--- src/inc/edpc_pkg.sv ---
// Constants, types and helpers for the energy-detect power controller
package edpc_pkg;

    ////////////////////////////////////////////////////////////////////////
    // Register address and field positions
    localparam logic [4:0] ESCS_ADDR = 5'h1D;
    localparam int ENABLE_BIT = 15;
    localparam int AUTO_UP_BIT = 14;
    localparam int AUTO_DOWN_BIT = 13;
    localparam int MANUAL_BIT = 12;
    localparam int BURST_DIS_BIT = 11;
    localparam int PWR_STATE_BIT = 10;
    localparam int ERR_MET_BIT = 9;
    localparam int DATA_MET_BIT = 8;
    localparam int ERR_THR_MSB = 7;
    localparam int ERR_THR_LSB = 4;
    localparam int DATA_THR_MSB = 3;
    localparam int DATA_THR_LSB = 0;

    ////////////////////////////////////////////////////////////////////////
    // Reset values
    localparam logic AUTO_UP_RST = 1'b1;
    localparam logic AUTO_DOWN_RST = 1'b1;
    localparam logic BURST_DIS_RST = 1'b0;
    localparam logic [3:0] ERR_THR_RST = 4'h1;
    localparam logic [3:0] DATA_THR_RST = 4'h1;

    ////////////////////////////////////////////////////////////////////////
    // Pulse burst shape
    localparam logic [2:0] BURST_PULSES = 3'h4;
    localparam logic [2:0] SINGLE_PULSES = 3'h1;
    localparam logic [3:0] PULSE_GAP_CYCLES = 4'hF;

    ////////////////////////////////////////////////////////////////////////
    // Quiet time before both event counters are cleared
    localparam int unsigned CLK_MHZ = 200;
    localparam int unsigned QUIET_TIME_S = 2;
    localparam int unsigned QUIET_CYCLES_DEF = QUIET_TIME_S * CLK_MHZ * 1000000;
    localparam int QUIET_W = 29;

    ////////////////////////////////////////////////////////////////////////
    // Power state machine
    typedef enum logic [1:0] {
        ST_DOWN = 2'b00,
        ST_BURST = 2'b01,
        ST_UP = 2'b10
    } power_state_t;

    // Saturating four-bit increment
    function automatic logic [3:0] sat_inc(input logic [3:0] v);
        sat_inc = (v == 4'hF) ? v : v + 4'h1;
    endfunction : sat_inc

    // Threshold reached test
    function automatic logic thr_met(input logic [3:0] cnt,
                                     input logic [3:0] thr);
        thr_met = (cnt >= thr);
    endfunction : thr_met

endpackage : edpc_pkg

--- src/hdl/energy_detect_power_control.sv ---
// Energy-detect power controller for one transceiver port
//
// Operation
// - Power management acts only while enable is set; enable resets from strap.
// - Automatic power-up starts once data events reach the data threshold.
// - Automatic power-down starts when no energy is seen on the line.
// - Writing one to manual toggle flips power state; bit self-clears.
// - Each power-up sends four detect pulses, or one when bursts disabled.
// - Power-state bit reads one when powered up, zero when down.
// - Error-met flag sets at error threshold, no action, cleared by read.
// - Data-met flag sets when data events reach threshold, cleared by read.
// - Four-bit error threshold field, read-write, resets to one.
// - Four-bit data threshold field, read-write, resets to one.
// - Both counters clear after about two seconds without data events.
// - Control and status register sits at management address 1Dh.
`timescale 1ns/100ps
`default_nettype none
module energy_detect_power_control
    import edpc_pkg::*;
#(
    parameter int unsigned QUIET_CYCLES = QUIET_CYCLES_DEF
) (
    input wire logic sys_clk_i,
    input wire logic srst_i,
    input wire logic strap_enable_i,
    input wire logic line_data_event_i,
    input wire logic line_error_event_i,
    input wire logic line_energy_i,
    input wire logic [4:0] reg_addr_i,
    input wire logic reg_wr_i,
    input wire logic reg_rd_i,
    input wire logic [15:0] reg_wdata_i,
    output logic [15:0] reg_rdata_o,
    output logic reg_rvalid_o,
    output logic port_powered_o,
    output logic detect_pulse_o
);

    ////////////////////////////////////////////////////////////////////////
    // Pin synchronisers
    logic strap_lvl;
    logic data_ev;
    logic err_ev;
    logic energy_lvl;

    pin_sync u_strap_sync (
        .sys_clk_i(sys_clk_i),
        .srst_i(srst_i),
        .pin_i(strap_enable_i),
        .level_o(strap_lvl),
        .rise_o()
    );

    pin_sync u_data_sync (
        .sys_clk_i(sys_clk_i),
        .srst_i(srst_i),
        .pin_i(line_data_event_i),
        .level_o(),
        .rise_o(data_ev)
    );

    pin_sync u_err_sync (
        .sys_clk_i(sys_clk_i),
        .srst_i(srst_i),
        .pin_i(line_error_event_i),
        .level_o(),
        .rise_o(err_ev)
    );

    pin_sync u_energy_sync (
        .sys_clk_i(sys_clk_i),
        .srst_i(srst_i),
        .pin_i(line_energy_i),
        .level_o(energy_lvl),
        .rise_o()
    );

    ////////////////////////////////////////////////////////////////////////
    // Register state
    logic enable_q;
    logic auto_up_q;
    logic auto_down_q;
    logic manual_q;
    logic burst_dis_q;
    logic err_met_q;
    logic data_met_q;
    logic [3:0] err_thr_q;
    logic [3:0] data_thr_q;
    logic [15:0] rdata_q;
    logic rvalid_q;

    // Counters and state machine
    logic [3:0] data_cnt_q;
    logic [3:0] data_cnt_d;
    logic [3:0] err_cnt_q;
    logic [3:0] err_cnt_d;
    logic [QUIET_W-1:0] quiet_cnt_q;
    power_state_t state_q;
    power_state_t state_d;
    logic [2:0] pulses_q;
    logic [3:0] gap_q;
    logic powered_q;
    logic pulse_q;

    ////////////////////////////////////////////////////////////////////////
    // Access decode
    wire hit = (reg_addr_i == ESCS_ADDR);
    wire wr_hit = reg_wr_i && hit;
    wire rd_hit = reg_rd_i && hit;
    wire [QUIET_W-1:0] quiet_last = QUIET_W'(QUIET_CYCLES - 32'd1);
    wire quiet_done = (quiet_cnt_q == quiet_last);
    wire data_reached = thr_met(data_cnt_q, data_thr_q);
    // Flags set on the event that meets a threshold, so a read clears them
    wire data_hit = data_ev && thr_met(data_cnt_d, data_thr_q);
    wire err_hit = err_ev && thr_met(err_cnt_d, err_thr_q);
    wire pwr_state = (state_q != ST_DOWN);
    wire [2:0] pulse_target = burst_dis_q ? SINGLE_PULSES : BURST_PULSES;
    wire gap_end = (gap_q == PULSE_GAP_CYCLES);
    wire burst_end = gap_end && (pulses_q == pulse_target);
    wire going_up = (state_q == ST_DOWN) && (state_d == ST_BURST);

    // Read image of the register
    wire [15:0] image = {enable_q, auto_up_q, auto_down_q, manual_q,
                         burst_dis_q, pwr_state, err_met_q, data_met_q,
                         err_thr_q, data_thr_q};

    ////////////////////////////////////////////////////////////////////////
    // Read-write fields; enable reloads from strap during reset
    always_ff @(posedge sys_clk_i) begin
        if (srst_i) begin
            enable_q <= strap_lvl;
            auto_up_q <= AUTO_UP_RST;
            auto_down_q <= AUTO_DOWN_RST;
            burst_dis_q <= BURST_DIS_RST;
            err_thr_q <= ERR_THR_RST;
            data_thr_q <= DATA_THR_RST;
        end else if (wr_hit) begin
            enable_q <= reg_wdata_i[ENABLE_BIT];
            auto_up_q <= reg_wdata_i[AUTO_UP_BIT];
            auto_down_q <= reg_wdata_i[AUTO_DOWN_BIT];
            burst_dis_q <= reg_wdata_i[BURST_DIS_BIT];
            err_thr_q <= reg_wdata_i[ERR_THR_MSB:ERR_THR_LSB];
            data_thr_q <= reg_wdata_i[DATA_THR_MSB:DATA_THR_LSB];
        end
    end

    // Self-clearing manual toggle, one cycle wide
    always_ff @(posedge sys_clk_i) begin
        if (srst_i) begin
            manual_q <= 1'b0;
        end else begin
            manual_q <= wr_hit && reg_wdata_i[MANUAL_BIT];
        end
    end

    ////////////////////////////////////////////////////////////////////////
    // Sticky threshold flags, set beats the clear on read
    always_ff @(posedge sys_clk_i) begin
        if (srst_i) begin
            err_met_q <= 1'b0;
            data_met_q <= 1'b0;
        end else begin
            err_met_q <= err_hit || (err_met_q && !rd_hit);
            data_met_q <= data_hit || (data_met_q && !rd_hit);
        end
    end

    // Registered read answer
    always_ff @(posedge sys_clk_i) begin
        if (srst_i) begin
            rdata_q <= 16'h0000;
            rvalid_q <= 1'b0;
        end else begin
            rvalid_q <= reg_rd_i;
            if (reg_rd_i) begin
                rdata_q <= hit ? image : 16'h0000;
            end
        end
    end

    ////////////////////////////////////////////////////////////////////////
    // Event counters: saturate, clear after quiet time or on power-up
    // An event in the quiet expiry cycle still counts after the clear
    always_comb begin
        data_cnt_d = quiet_done ? 4'h0 : data_cnt_q;
        err_cnt_d = quiet_done ? 4'h0 : err_cnt_q;
        if (going_up) begin
            data_cnt_d = 4'h0;
            err_cnt_d = 4'h0;
        end else begin
            if (data_ev) begin
                data_cnt_d = sat_inc(data_cnt_d);
            end
            if (err_ev) begin
                err_cnt_d = sat_inc(err_cnt_d);
            end
        end
    end

    always_ff @(posedge sys_clk_i) begin
        if (srst_i) begin
            data_cnt_q <= 4'h0;
            err_cnt_q <= 4'h0;
        end else begin
            data_cnt_q <= data_cnt_d;
            err_cnt_q <= err_cnt_d;
        end
    end

    // Quiet timer restarts on every data event
    always_ff @(posedge sys_clk_i) begin
        if (srst_i || data_ev || quiet_done) begin
            quiet_cnt_q <= '0;
        end else begin
            quiet_cnt_q <= quiet_cnt_q + QUIET_W'(1);
        end
    end

    ////////////////////////////////////////////////////////////////////////
    // Power state machine; held up while the feature is disabled
    always_comb begin
        state_d = state_q;
        if (!enable_q) begin
            state_d = ST_UP;
        end else begin
            case (state_q)
                ST_DOWN: begin
                    if (manual_q) begin
                        state_d = ST_BURST;
                    end else if (auto_up_q && data_reached) begin
                        state_d = ST_BURST;
                    end
                end
                ST_BURST: begin
                    if (manual_q) begin
                        state_d = ST_DOWN;
                    end else if (burst_end) begin
                        state_d = ST_UP;
                    end
                end
                ST_UP: begin
                    if (manual_q) begin
                        state_d = ST_DOWN;
                    end else if (auto_down_q && !energy_lvl) begin
                        state_d = ST_DOWN;
                    end
                end
                default: begin
                    state_d = ST_DOWN;
                end
            endcase
        end
    end

    always_ff @(posedge sys_clk_i) begin
        if (srst_i) begin
            state_q <= ST_UP;
        end else begin
            state_q <= state_d;
        end
    end

    ////////////////////////////////////////////////////////////////////////
    // Detect pulse burst: one pulse, then a gap, per count
    always_ff @(posedge sys_clk_i) begin
        if (srst_i || state_d != ST_BURST) begin
            pulses_q <= 3'h0;
            gap_q <= 4'h0;
            pulse_q <= 1'b0;
        end else begin
            pulse_q <= (gap_q == 4'h0) && (pulses_q != pulse_target);
            if (gap_end) begin
                gap_q <= 4'h0;
            end else begin
                gap_q <= gap_q + 4'h1;
            end
            if (gap_q == 4'h0 && pulses_q != pulse_target) begin
                pulses_q <= pulses_q + 3'h1;
            end
        end
    end

    // Port power output
    always_ff @(posedge sys_clk_i) begin
        if (srst_i) begin
            powered_q <= 1'b1;
        end else begin
            powered_q <= (state_d != ST_DOWN);
        end
    end

    ////////////////////////////////////////////////////////////////////////
    // Outputs
    assign reg_rdata_o = rdata_q;
    assign reg_rvalid_o = rvalid_q;
    assign port_powered_o = powered_q;
    assign detect_pulse_o = pulse_q;

endmodule : energy_detect_power_control
`default_nettype wire

--- src/hdl/pin_sync.sv ---
// Three-stage pin synchroniser with agreement filter and rise pulse
`timescale 1ns/100ps
`default_nettype none
module pin_sync (
    input wire logic sys_clk_i,
    input wire logic srst_i,
    input wire logic pin_i,
    output logic level_o,
    output logic rise_o
);

    logic s1_q;
    logic s2_q;
    logic s3_q;
    logic level_q;
    logic rise_q;
    wire agree = (s2_q == s3_q);

    // Shift chain, first stage read only by the second
    always_ff @(posedge sys_clk_i) begin
        s1_q <= pin_i;
        s2_q <= s1_q;
        s3_q <= s2_q;
    end

    // Level tracks the pin through reset: strap settled, no false edge
    always_ff @(posedge sys_clk_i) begin
        if (agree) begin
            level_q <= s3_q;
        end
        if (srst_i) begin
            rise_q <= 1'b0;
        end else begin
            rise_q <= agree && s3_q && !level_q;
        end
    end

    assign level_o = level_q;
    assign rise_o = rise_q;

endmodule : pin_sync
`default_nettype wire

--- config.mk ---
export PLATFORM = sky130hd
export DESIGN_NAME = energy_detect_power_control
export DESIGN_NICKNAME = d
export VERILOG_FILES = /design/src/inc/edpc_pkg.sv /design/src/hdl/energy_detect_power_control.sv /design/src/hdl/pin_sync.sv
export SDC_FILE = /design/constraint.sdc
export NUM_CORES = 1
export LEC_CHECK = 0
export BUFFER_PORTS_ARGS = -buffer_cell sky130_fd_sc_hd__buf_2
export CORE_MARGIN = 4
export CORE_UTILIZATION = 42
export DETAILED_ROUTE_END_ITERATION = 6
export HOLD_SLACK_MARGIN = 0.08
export SLEW_MARGIN = 20
export SYNTH_ARGS = -nofsm -noshare
export SYNTH_HDL_FRONTEND = slang
export SYNTH_SLANG_ARGS = --single-unit
--- constraint.sdc ---
create_clock -name sys_clk_i -period 3.6 [get_ports sys_clk_i]
set_clock_uncertainty 0.1 [all_clocks]
set_input_delay 0.36 -clock sys_clk_i [delete_from_list [all_inputs] [get_ports sys_clk_i]]
set_output_delay 0.36 -clock sys_clk_i [all_outputs]
set_load 0.05 [all_outputs]
# Yosys cells after proc, flatten, opt, wreduce, memory -nomap -nowiden
# Cells that the tools add are included.
# word_totals
input_bits,29
out_inout_bits,19
regBits,98
wordCells,111
# classes
n_addsub,5
n_eq_ne,15
mux,20
reduce_logical,31
magnitude_cmp,3
# ops
operator,n
2-to-1 mux 4 bit,8
"adder 29 x 1 -> 29 bit, second input constant",1
"== test 29 bit, second input constant",1
logical AND 1 bit,16
2-to-1 mux 16 bit,1
2-to-1 mux 2 bit,7
"adder 4 x 1 -> 4 bit, second input constant",3
"== test 4 bit, second input constant",3
>= comparator 4 bit,3
one-hot mux 2 bit (3 select lines),1
nonzero test 2 bit,3
"== test 5 bit, second input constant",1
logical OR 1 bit,5
== test 1 bit,4
"== test 2 x 1 -> 1 bit, second input constant",2
zero test 1 bit,4
zero test 4 bit,1
"adder 3 x 1 -> 3 bit, second input constant",1
== test 3 bit,1
2-to-1 mux 3 bit,1
inequality test 3 bit,1
"== test 2 bit, second input constant",1
zero test 2 bit,1
2-to-1 mux 1 bit,2
other kinds (2),2

# Logic depth before layout (Yosys ltp)
# Gate-level depths: netlist of run 1.
# depth
depth_word,13
ltp_mapped,17
depth_no_buf,16

# Hierarchy
# A second synthesis of run 1 with hierarchy kept.
# unflattened
hier_cells,476
hier_area_um2,4335.4
# modules_own_cells
module,cells_per_inst,area_per_inst_um2,n_inst,seq_area_each_um2
energy_detect_power_control,444,3779.9,1,1611.5
pin_sync,8,138.9,4,110.1

# Worst setup path before layout of run 1
# OpenSTA, ideal clock, no wires.
# synth_path
path_type,register -> register
start,reg quiet_cnt_q[0]
end,reg err_met_q
path_stages_with_launch,18
t_arrival_ns,3.290
required_time_ns,3.365
setup_time_ns,0.135
period_less_slack_ns,3.526
setup_slack_ns,0.074
path_cell_list,dfxtp_1 -> ha_1 -> and4_4 -> nand4_4 -> or3_1 -> buf_6 -> and2_1 -> ha_1 -> and3_1 -> nor2_1 -> o21ai_0 -> a31o_2 -> ha_1 -> nand2b_1 -> a21o_1 -> a21o_1 -> a21oi_1 -> o32ai_1
# synth_via
elab_chain_len,9
word_cells_on_any_way,10
# synth_rtl
element,line_no,rtl
"start, declared",energy_detect_power_control.sv:97,logic [QUIET_W-1:0] quiet_cnt_q;
"start signal, assigned",energy_detect_power_control.sv:215,quiet_cnt_q <= quiet_cnt_q + QUIET_W'(1);
== test 29 bit (*),energy_detect_power_control.sv:111,wire quiet_done = (quiet_cnt_q == quiet_last);
2-to-1 mux 4 bit (*),energy_detect_power_control.sv:186,err_cnt_d = quiet_done ? 4'h0 : err_cnt_q;
adder 4 x 1 -> 4 bit / == test 4 bit (equally long branches),edpc_pkg.sv:51,sat_inc = (v == 4'hF) ? v : v + 4'h1;
2-to-1 mux 4 bit,edpc_pkg.sv:51,
2-to-1 mux 4 bit (*),energy_detect_power_control.sv:194,if (err_ev) begin
2-to-1 mux 4 bit (*),energy_detect_power_control.sv:187,if (going_up) begin
>= comparator 4 bit (*),edpc_pkg.sv:57,thr_met = (cnt >= thr);
logical AND 1 bit (*),energy_detect_power_control.sv:115,"wire err_hit = err_ev && thr_met(err_cnt_d, err_thr_q);"
logical OR 1 bit (*),energy_detect_power_control.sv:163,err_met_q <= err_hit || (err_met_q && !rd_hit);
"end signal, assigned",energy_detect_power_control.sv:163,
"end, declared",energy_detect_power_control.sv:85,logic err_met_q;
# Every way passes the cells marked *; elsewhere a longest branch is shown, timed or not.
# A chain may end at the register's enable or synchronous reset.

# Worst setup path after layout of run 1
# layout_path
start,reg quiet_cnt_q[1]
end,reg data_met_q
# layout_via
elab_chain_len,9
word_cells_on_any_way,10
# layout_rtl
element,line_no,rtl
== test 29 bit (*),energy_detect_power_control.sv:111,
2-to-1 mux 4 bit (*),energy_detect_power_control.sv:185,data_cnt_d = quiet_done ? 4'h0 : data_cnt_q;
adder 4 x 1 -> 4 bit / == test 4 bit (equally long branches),edpc_pkg.sv:51,
2-to-1 mux 4 bit,edpc_pkg.sv:51,
2-to-1 mux 4 bit (*),energy_detect_power_control.sv:191,if (data_ev) begin
2-to-1 mux 4 bit (*),energy_detect_power_control.sv:187,
>= comparator 4 bit (*),edpc_pkg.sv:57,
logical AND 1 bit (*),energy_detect_power_control.sv:114,"wire data_hit = data_ev && thr_met(data_cnt_d, data_thr_q);"
logical OR 1 bit (*),energy_detect_power_control.sv:164,data_met_q <= data_hit || (data_met_q && !rd_hit);
"end signal, assigned",energy_detect_power_control.sv:164,
"end, declared",energy_detect_power_control.sv:86,logic data_met_q;
# Marked as above.

==> results.cfg, run 1 <==
[global_routing]
first_pass_grt_wire_length_mm = 15.2
grt_start_max_net_pins = 34
gr-total-overflow = 0
grt_antenna_before_repair = 0
first_global_vias = 3279
globalRouteTotalUtil = 0.159

[final_layout]
finish.cell_count_without_fillers = 674
num-nets-final = 585
drive_gt1_frac = 0.189
post-route-util = 0.506
area_growth_pct = 15.9
fillcell_total = 965
num_antenna_cells = 0
multi_input_area_mm2 = 0.00219
final-seq-area_mm2 = 0.00201

[pwr]
power_frac_clock = 0.362
power_switching_mw = 0.453
seqPwrFrac = 0.583
intPower_mw = 1.48
swShare = 0.234
power.density_mw_per_mm2 = 385
power.share.combinational = 0.055
vdd.ir_drop.worst_mv = 0.263
leakagePower_nw = 1.98

[detailed_routing]
vias = 3441
average_wire_per_cell_in_the_routed_design_um = 12.7
post_drt_via_cell_ratio = 5.11
final_antenna_net_count = 0
drt_first_iter_violations = 138
drt_pass1_iterations = 4
drc = 0
drt_wl_total_mm = 8.59

[synth]
post_synthesis_net_count = 527
mappedNetlistArea_mm2 = 0.00433
ys_seq_area_frac = 0.465
netlist_instances = 478
syn-mean-instance-area_um2 = 9.05
synth.ff_latch_count = 98
most_instantiated_flip_flop_cell_in_the_synthesis_netlist = sky130_fd_sc_hd__dfxtp_1
synth_async_sr_flop_share = 0
netlist-cell-type-count = 54
synth_enable_flop_cells = 5
yosysWarningCount = 0

[cts]
clockRootBuffer = sky130_fd_sc_hd__clkbuf_8
clock_pin_transition_on_the_worst_setup_and_hold_timing_paths_ps = 100
tritoncts = built
cts_made_buffers = 9
cts_num_sinks = 98
cts-htree-levels = 3
clk_path_buf_depth = 2
clk_latency_ps = 360

[timing]
rsz0062_at_grt = false
fin_crit_ps = 3440
report.final.hold_viol_count = 0
final-max-slew-violation-count = 0
timing.final.setup_violations = 0
part_of_the_cycle_the_worst_path_needs = 0.956
setup_total_negative_slack_ps = 0
timing.max_slew.rel_slack = 0.531
worst-slew-pin-transition_ps = 703
fmaxAchievable_mhz = 290

[critical_path]
critical-path-slowest-cell = sky130_fd_sc_hd__or3_4
cp_max_fo = 7
timing.critical_path.from_type = register
r2r_cells = 16
crit_chain = ha_2 > and4_4 > nand4_4 > or3_4 > and2_4 > ha_1 > and3_4 > nor2_2 > o21ai_1 > a31o_2 > ha_1 > nand2b_1 > a21o_1 > a21o_1 > a21oi_1 > o32ai_1
worstPathArrival_ps = 3580
setup.worst_path.end_class = register
critical_path_class = register to register
timing.critical_path.required_ps = 3740
critPathMaxStageDelay_ps = 420

[floorplanning]
die_height_um = 110
pin_count = 48
core_mm2 = 0.00991
dieArea_mm2 = 0.0120
fp.dieW_um = 110
placement_rows = 36
initial_core_util = 0.437

[placement]
numPlacedInstances = 653
dp_hpwl_mm = 6.10
port_buffers = 44
place.gp.congestion = 0.819

[worst_hold_path]
hold_depth = 3
min-delay-path-class = input port to register

[flow_run]
cap_violations = 0

[run_status]
status = finished clean
## cell usage after synthesis (4+ instances only)
library cell / instances / area share
sky130_fd_sc_hd__dfxtp_1: 93 / 0.43
sky130_fd_sc_hd__inv_1: 18 / 0.016
sky130_fd_sc_hd__a21oi_1: 35 / 0.040
sky130_fd_sc_hd__nand4_1: 7 / 0.010
sky130_fd_sc_hd__nor2_1: 59 / 0.051
sky130_fd_sc_hd__and2_1: 8 / 0.012
sky130_fd_sc_hd__xnor2_1: 22 / 0.045
sky130_fd_sc_hd__nand2_1: 35 / 0.030
sky130_fd_sc_hd__o21ai_0: 10 / 0.012
sky130_fd_sc_hd__edfxtp_1: 5 / 0.035
sky130_fd_sc_hd__and3b_1: 4 / 0.0081
sky130_fd_sc_hd__and3_1: 9 / 0.013
sky130_fd_sc_hd__a21o_1: 4 / 0.0069
sky130_fd_sc_hd__nand3_1: 26 / 0.030
sky130_fd_sc_hd__xor2_1: 5 / 0.010
sky130_fd_sc_hd__or3_1: 5 / 0.0072
sky130_fd_sc_hd__nor3_1: 13 / 0.015
sky130_fd_sc_hd__nor3b_1: 4 / 0.0069
sky130_fd_sc_hd__nand2b_1: 8 / 0.012
sky130_fd_sc_hd__nor2b_1: 17 / 0.025
sky130_fd_sc_hd__nor4_1: 9 / 0.013
sky130_fd_sc_hd__ha_1: 20 / 0.058
sky130_fd_sc_hd__clkbuf_1: 14 / 0.012
## state kept, by name, indices dropped and copies added, names as in the netlist, 3 cells and up
| signal | flops |
|---|---|
| gap_q | 4 |
| quiet_cnt_q | 29 |
| err_thr_q | 4 |
| reg_rdata_o | 16 |
| data_thr_q | 4 |
| data_cnt_q | 4 |
| err_cnt_q | 4 |
| pulses_q | 3 |
## layout make-up
cell class / count / share of cell area
Inverter: 19 / 0.0142
Clock inverter: 7 / 0.0135
Tap cell: 133 / 0.0332
Multi-Input combinational cell: 343 / 0.436
Sequential cell: 98 / 0.401
Timing Repair Buffer: 65 / 0.0773
Clock buffer: 9 / 0.0247
## cell usage in the layout (no fill, tap or decap), types with 4 or more instances in the layout
cell                            count
sky130_fd_sc_hd__edfxtp_1           5
sky130_fd_sc_hd__a21o_1             4
sky130_fd_sc_hd__or3_1              4
sky130_fd_sc_hd__xor2_1             5
sky130_fd_sc_hd__and2_1             7
sky130_fd_sc_hd__buf_2             44
sky130_fd_sc_hd__nor3_1            13
sky130_fd_sc_hd__nor2b_1           17
sky130_fd_sc_hd__and3b_1            4
sky130_fd_sc_hd__dfxtp_1           92
sky130_fd_sc_hd__nand2b_1           8
sky130_fd_sc_hd__dlygate4sd3_1      4
sky130_fd_sc_hd__buf_4             17
sky130_fd_sc_hd__nor3b_1            4
sky130_fd_sc_hd__nand2_1           35
sky130_fd_sc_hd__and3_1             7
sky130_fd_sc_hd__nor2_1            57
sky130_fd_sc_hd__ha_1              18
sky130_fd_sc_hd__clkbuf_8           9
sky130_fd_sc_hd__nor4_1             9
sky130_fd_sc_hd__a21oi_1           34
sky130_fd_sc_hd__nand3_1           26
sky130_fd_sc_hd__inv_1             18
sky130_fd_sc_hd__nand4_1            7
sky130_fd_sc_hd__o21ai_0            8
sky130_fd_sc_hd__xnor2_1           22
## stage by stage
stage | instance area, um^2 | setup slack [ps] | power, mW | hold WS [ps]
2_1_floorplan | 4330 | 74.3 | 1.22 | 210
3_3_place_gp | 4740 | 46.8 | 1.25 | 210
3_5_place_dp | 4740 | -35.2 | 1.26 | 215
4_1_cts | 4980 | 18.7 | 1.96 | 119
5_1_grt | 5020 | 5.21 | 2.03 | 116
6_report | 5020 | 157 | 1.93 | 127
## per-layer routing
metal	up-vias	share of wire	global-route usage
li1	1778	-	-
met1	1616	0.51	0.214
met2	40	0.45	0.253
met3	7	0.027	0.0370
met4	0	0.011	0.0508
met5	-	0	0
## repair_timing
action,CTS,global route
hold buffers,4,0
endpoints found under the hold margin,4,0
setup endpoints to repair,2,2
resized for setup,1,12
pin swaps,0,3
setup buffers,0,1
## path summary, 6_finish.rpt
path	slack [ps]	from	to
max	160	quiet_cnt_q[1]$_SDFF_PP0_	data_met_q$_SDFF_PP0_
min	130	reg_wdata_i[0]	data_thr_q[0]$_SDFFE_PP1P_
max reg2reg	160	quiet_cnt_q[1]$_SDFF_PP0_	data_met_q$_SDFF_PP0_
min reg2reg	230	u_strap_sync.s1_q$_DFF_P_	u_strap_sync.s2_q$_DFF_P_
## power groups by stage
| stage | logic [mW] | clock network [mW] | registers (mW) |
|---|---|---|---|
| after global placement | 0.100 | 0 | 1.15 |
| after CTS | 0.106 | 0.725 | 1.13 |
| after floorplan | 0.0627 | 0 | 1.16 |
| final | 0.106 | 0.700 | 1.13 |
| after global routing | 0.121 | 0.777 | 1.13 |
| after detailed placement | 0.102 | 0 | 1.15 |
## critical path: cells and delay by family, from the launching register on
family,cells,cell delay (ps)
and+or+nand+nor,7,1360
AOI/OAI and AO/OA,6,920
adders and majority gates,3,630
DFF,1,340
## logic make-up (layout without fill, tap and decap cells)
family,after synthesis,after routing,synth area share
xor gates and xnor gates,27,27,0.0546
AOI/OAI and AO/OA,71,71,0.0992
DFF,98,98,0.465
buffers and inverters,37,100,0.0373
muxes,3,3,0.00723
adders and majority gates,20,20,0.0578
and+or+nand+nor,222,222,0.279
No activity file was read; power rests on OpenSTA's default activity.
==> run 2: changes to the inputs <==
Settings changed: GPL_TIMING_DRIVEN from default to 0.
Clock period 3.6 ns to 4.2 ns, I/O delays scaled along.
==> results.cfg, run 2 (synthesis results as in run 1) <==
[run_status]
status = finished clean

[final_layout]
layout.cells.most_common_list = sky130_fd_sc_hd__dfxtp_1, sky130_fd_sc_hd__nor2_1, sky130_fd_sc_hd__buf_2
area_growth_pct = 13.9
drive_gt1_frac = 0.140
registers.top_by_ff_count = quiet_cnt_q
finish.cell_count_without_fillers = 674
postLayoutCellArea_mm2 = 0.00493
largest_reg_flops = 29
post-route-util = 0.498
num-nets-final = 585
fillcell_total = 993
layout.cells.most_common = sky130_fd_sc_hd__dfxtp_1
num_antenna_cells = 0

[detailed_routing]
drc = 0
drt_pass1_iterations = 4
final_antenna_net_count = 0
post_drt_via_cell_ratio = 5.09
vias = 3433
average_wire_per_cell_in_the_routed_design_um = 13.1
drt_first_iter_violations = 147
drt_wl_total_mm = 8.84

[floorplanning]
dieArea_mm2 = 0.0120
die_height_um = 110
fp.dieW_um = 110
core_mm2 = 0.00991
placement_rows = 36
pin_count = 48
initial_core_util = 0.437

[critical_path]
cp_max_fo = 9
worst_r2r_startpoint = quiet_cnt_q[0]$_SDFF_PP0_
timing.critical_path.from_type = register
timing.critical_path.from = quiet_cnt_q[0]$_SDFF_PP0_
setup.worst_path.end = data_met_q$_SDFF_PP0_
crit-reg2reg-capture = data_met_q$_SDFF_PP0_
worstPathArrival_ps = 3970
critical_path_class = register to register
timing.critical_path.required_ps = 4330
r2r_setup_slack_ps = 360
r2r_cells = 17
setup.worst_path.end_class = register

[cts]
tritoncts = built
clock_pin_transition_on_the_worst_setup_and_hold_timing_paths_ps = 100
cts_made_buffers = 9
cts_num_sinks = 98
clk_path_buf_depth = 2
post_cts_resized = 0
clockRootBuffer = sky130_fd_sc_hd__clkbuf_8
cts_setup_buffers = 0
clk_latency_ps = 370
cts-htree-levels = 3

[global_routing]
globalRouteTotalUtil = 0.163
grt_start_max_net_pins = 16
gr-total-overflow = 0
grt_antenna_before_repair = 0
first_pass_grt_wire_length_mm = 15.5
first_global_vias = 3331

[placement]
place.gp.congestion = 0.761
port_buffers = 43
dp_hpwl_mm = 6.40
numPlacedInstances = 654
dpl-instance-area_mm2 = 0.00471

[flow_run]
cap_violations = 0

[pwr]
vdd.ir_drop.worst_mv = 0.205
power.share.combinational = 0.057
power.density_mw_per_mm2 = 330
power_switching_mw = 0.387
power_frac_clock = 0.350
swShare = 0.238
intPower_mw = 1.24
seqPwrFrac = 0.593
leakagePower_nw = 1.93

[timing]
report.final.hold_viol_count = 0
final.hold.worst_slack_ps = 189
part_of_the_cycle_the_worst_path_needs = 0.915
fmaxAchievable_mhz = 260
setup_total_negative_slack_ps = 0
rsz0062_at_grt = false
timing.final.setup_violations = 0
worst-slew-pin-transition_ps = 715
final-max-slew-violation-count = 0
fin_crit_ps = 3840
timing.max_slew.rel_slack = 0.523

[worst_hold_path]
min-delay-path-class = input port to register
## run 2: cell types whose count changed in the layout (fill, tap and decap cells not counted), moves of 2 or more
cell and change:
sky130_fd_sc_hd__buf_4 -17, sky130_fd_sc_hd__clkbuf_1 +15, sky130_fd_sc_hd__buf_6 +3, sky130_fd_sc_hd__and3_1 +2
sky130_fd_sc_hd__and3_4 -2, sky130_fd_sc_hd__clkbuf_8 +2, sky130_fd_sc_hd__ha_1 +2, sky130_fd_sc_hd__ha_2 -2
sky130_fd_sc_hd__nor2_1 +2, sky130_fd_sc_hd__nor2_2 -2, sky130_fd_sc_hd__o21ai_0 +2, sky130_fd_sc_hd__o21ai_1 -2
## run 2: power by group through the flow
stage,Sequential (mW),Combinational (mW),Clock [mW]
2_1_floorplan,0.991,0.0538,0
3_3_place_gp,0.987,0.0884,0
3_5_place_dp,0.988,0.0895,0
4_1_cts,0.966,0.0928,0.594
5_1_grt,0.969,0.105,0.633
6_report,0.966,0.0921,0.570
## run 2: layer usage
layer / share of wire / wire length (um) / track usage / vias to the layer above
met5: 0 / 0 / 0 / -
met4: 0.017 / 150 / 0.0695 / 0
met3: 0.041 / 361 / 0.0247 / 11
met2: 0.45 / 3950 / 0.252 / 61
met1: 0.50 / 4380 / 0.227 / 1587
li1: - / - / - / 1774
## run 2: final cells by class
type,count,area (um^2),share of cell area
tap,133,166,0.0337
buffer,18,90.1,0.0183
inverter,19,71.3,0.0145
timing repair buffer,47,255,0.0518
multi-input combinational,343,2150,0.437
sequential,98,2010,0.408
clock inverter,4,26.3,0.00533
clock buffer,12,155,0.0315
## run 2: stage by stage
stage	setup WS [ps]	power, mW
floorplan	674	1.04
global placement	395	1.08
detailed placement	351	1.08
CTS	329	1.65
global route	145	1.71
finish	358	1.63
## run 2: how the worst min path moves through the flow
stage | startpoint | end | slack, ps | depth (start not counted)
after floorplan | u_data_sync.s1_q$_DFF_P_ | u_data_sync.s2_q$_DFF_P_ | 210 | 0
after global placement | u_strap_sync.s1_q$_DFF_P_ | u_strap_sync.s2_q$_DFF_P_ | 210 | 0
after detailed placement | u_err_sync.s1_q$_DFF_P_ | u_err_sync.s2_q$_DFF_P_ | 220 | 0
after CTS | reg_wdata_i[13] | auto_down_q$_SDFFE_PP1P_ | 170 | 3
after global routing | reg_wdata_i[0] | data_thr_q[0]$_SDFFE_PP1P_ | 190 | 3
final | reg_wdata_i[0] | data_thr_q[0]$_SDFFE_PP1P_ | 190 | 3
## run 2: critical path, cell delays in order (launching register included)
cell and delay [ps]:
sky130_fd_sc_hd__dfxtp_1 370, sky130_fd_sc_hd__ha_1 220, sky130_fd_sc_hd__and4_4 270, sky130_fd_sc_hd__nand4_4 180, sky130_fd_sc_hd__or3_1 420, sky130_fd_sc_hd__buf_6 150, sky130_fd_sc_hd__and2_1 150, sky130_fd_sc_hd__ha_1 200
sky130_fd_sc_hd__and3_1 230, sky130_fd_sc_hd__nor2_1 90, sky130_fd_sc_hd__o21ai_0 100, sky130_fd_sc_hd__a31o_2 240, sky130_fd_sc_hd__ha_1 260, sky130_fd_sc_hd__nand2b_1 140, sky130_fd_sc_hd__a21o_1 170, sky130_fd_sc_hd__a21o_1 160
sky130_fd_sc_hd__a21oi_1 160, sky130_fd_sc_hd__o32ai_1 100
## run 2: timing repair
item	4_1_cts	5_1_grt
hold buffers	4	0
setup endpoints to repair	0	0
endpoints found under the hold margin	4	0
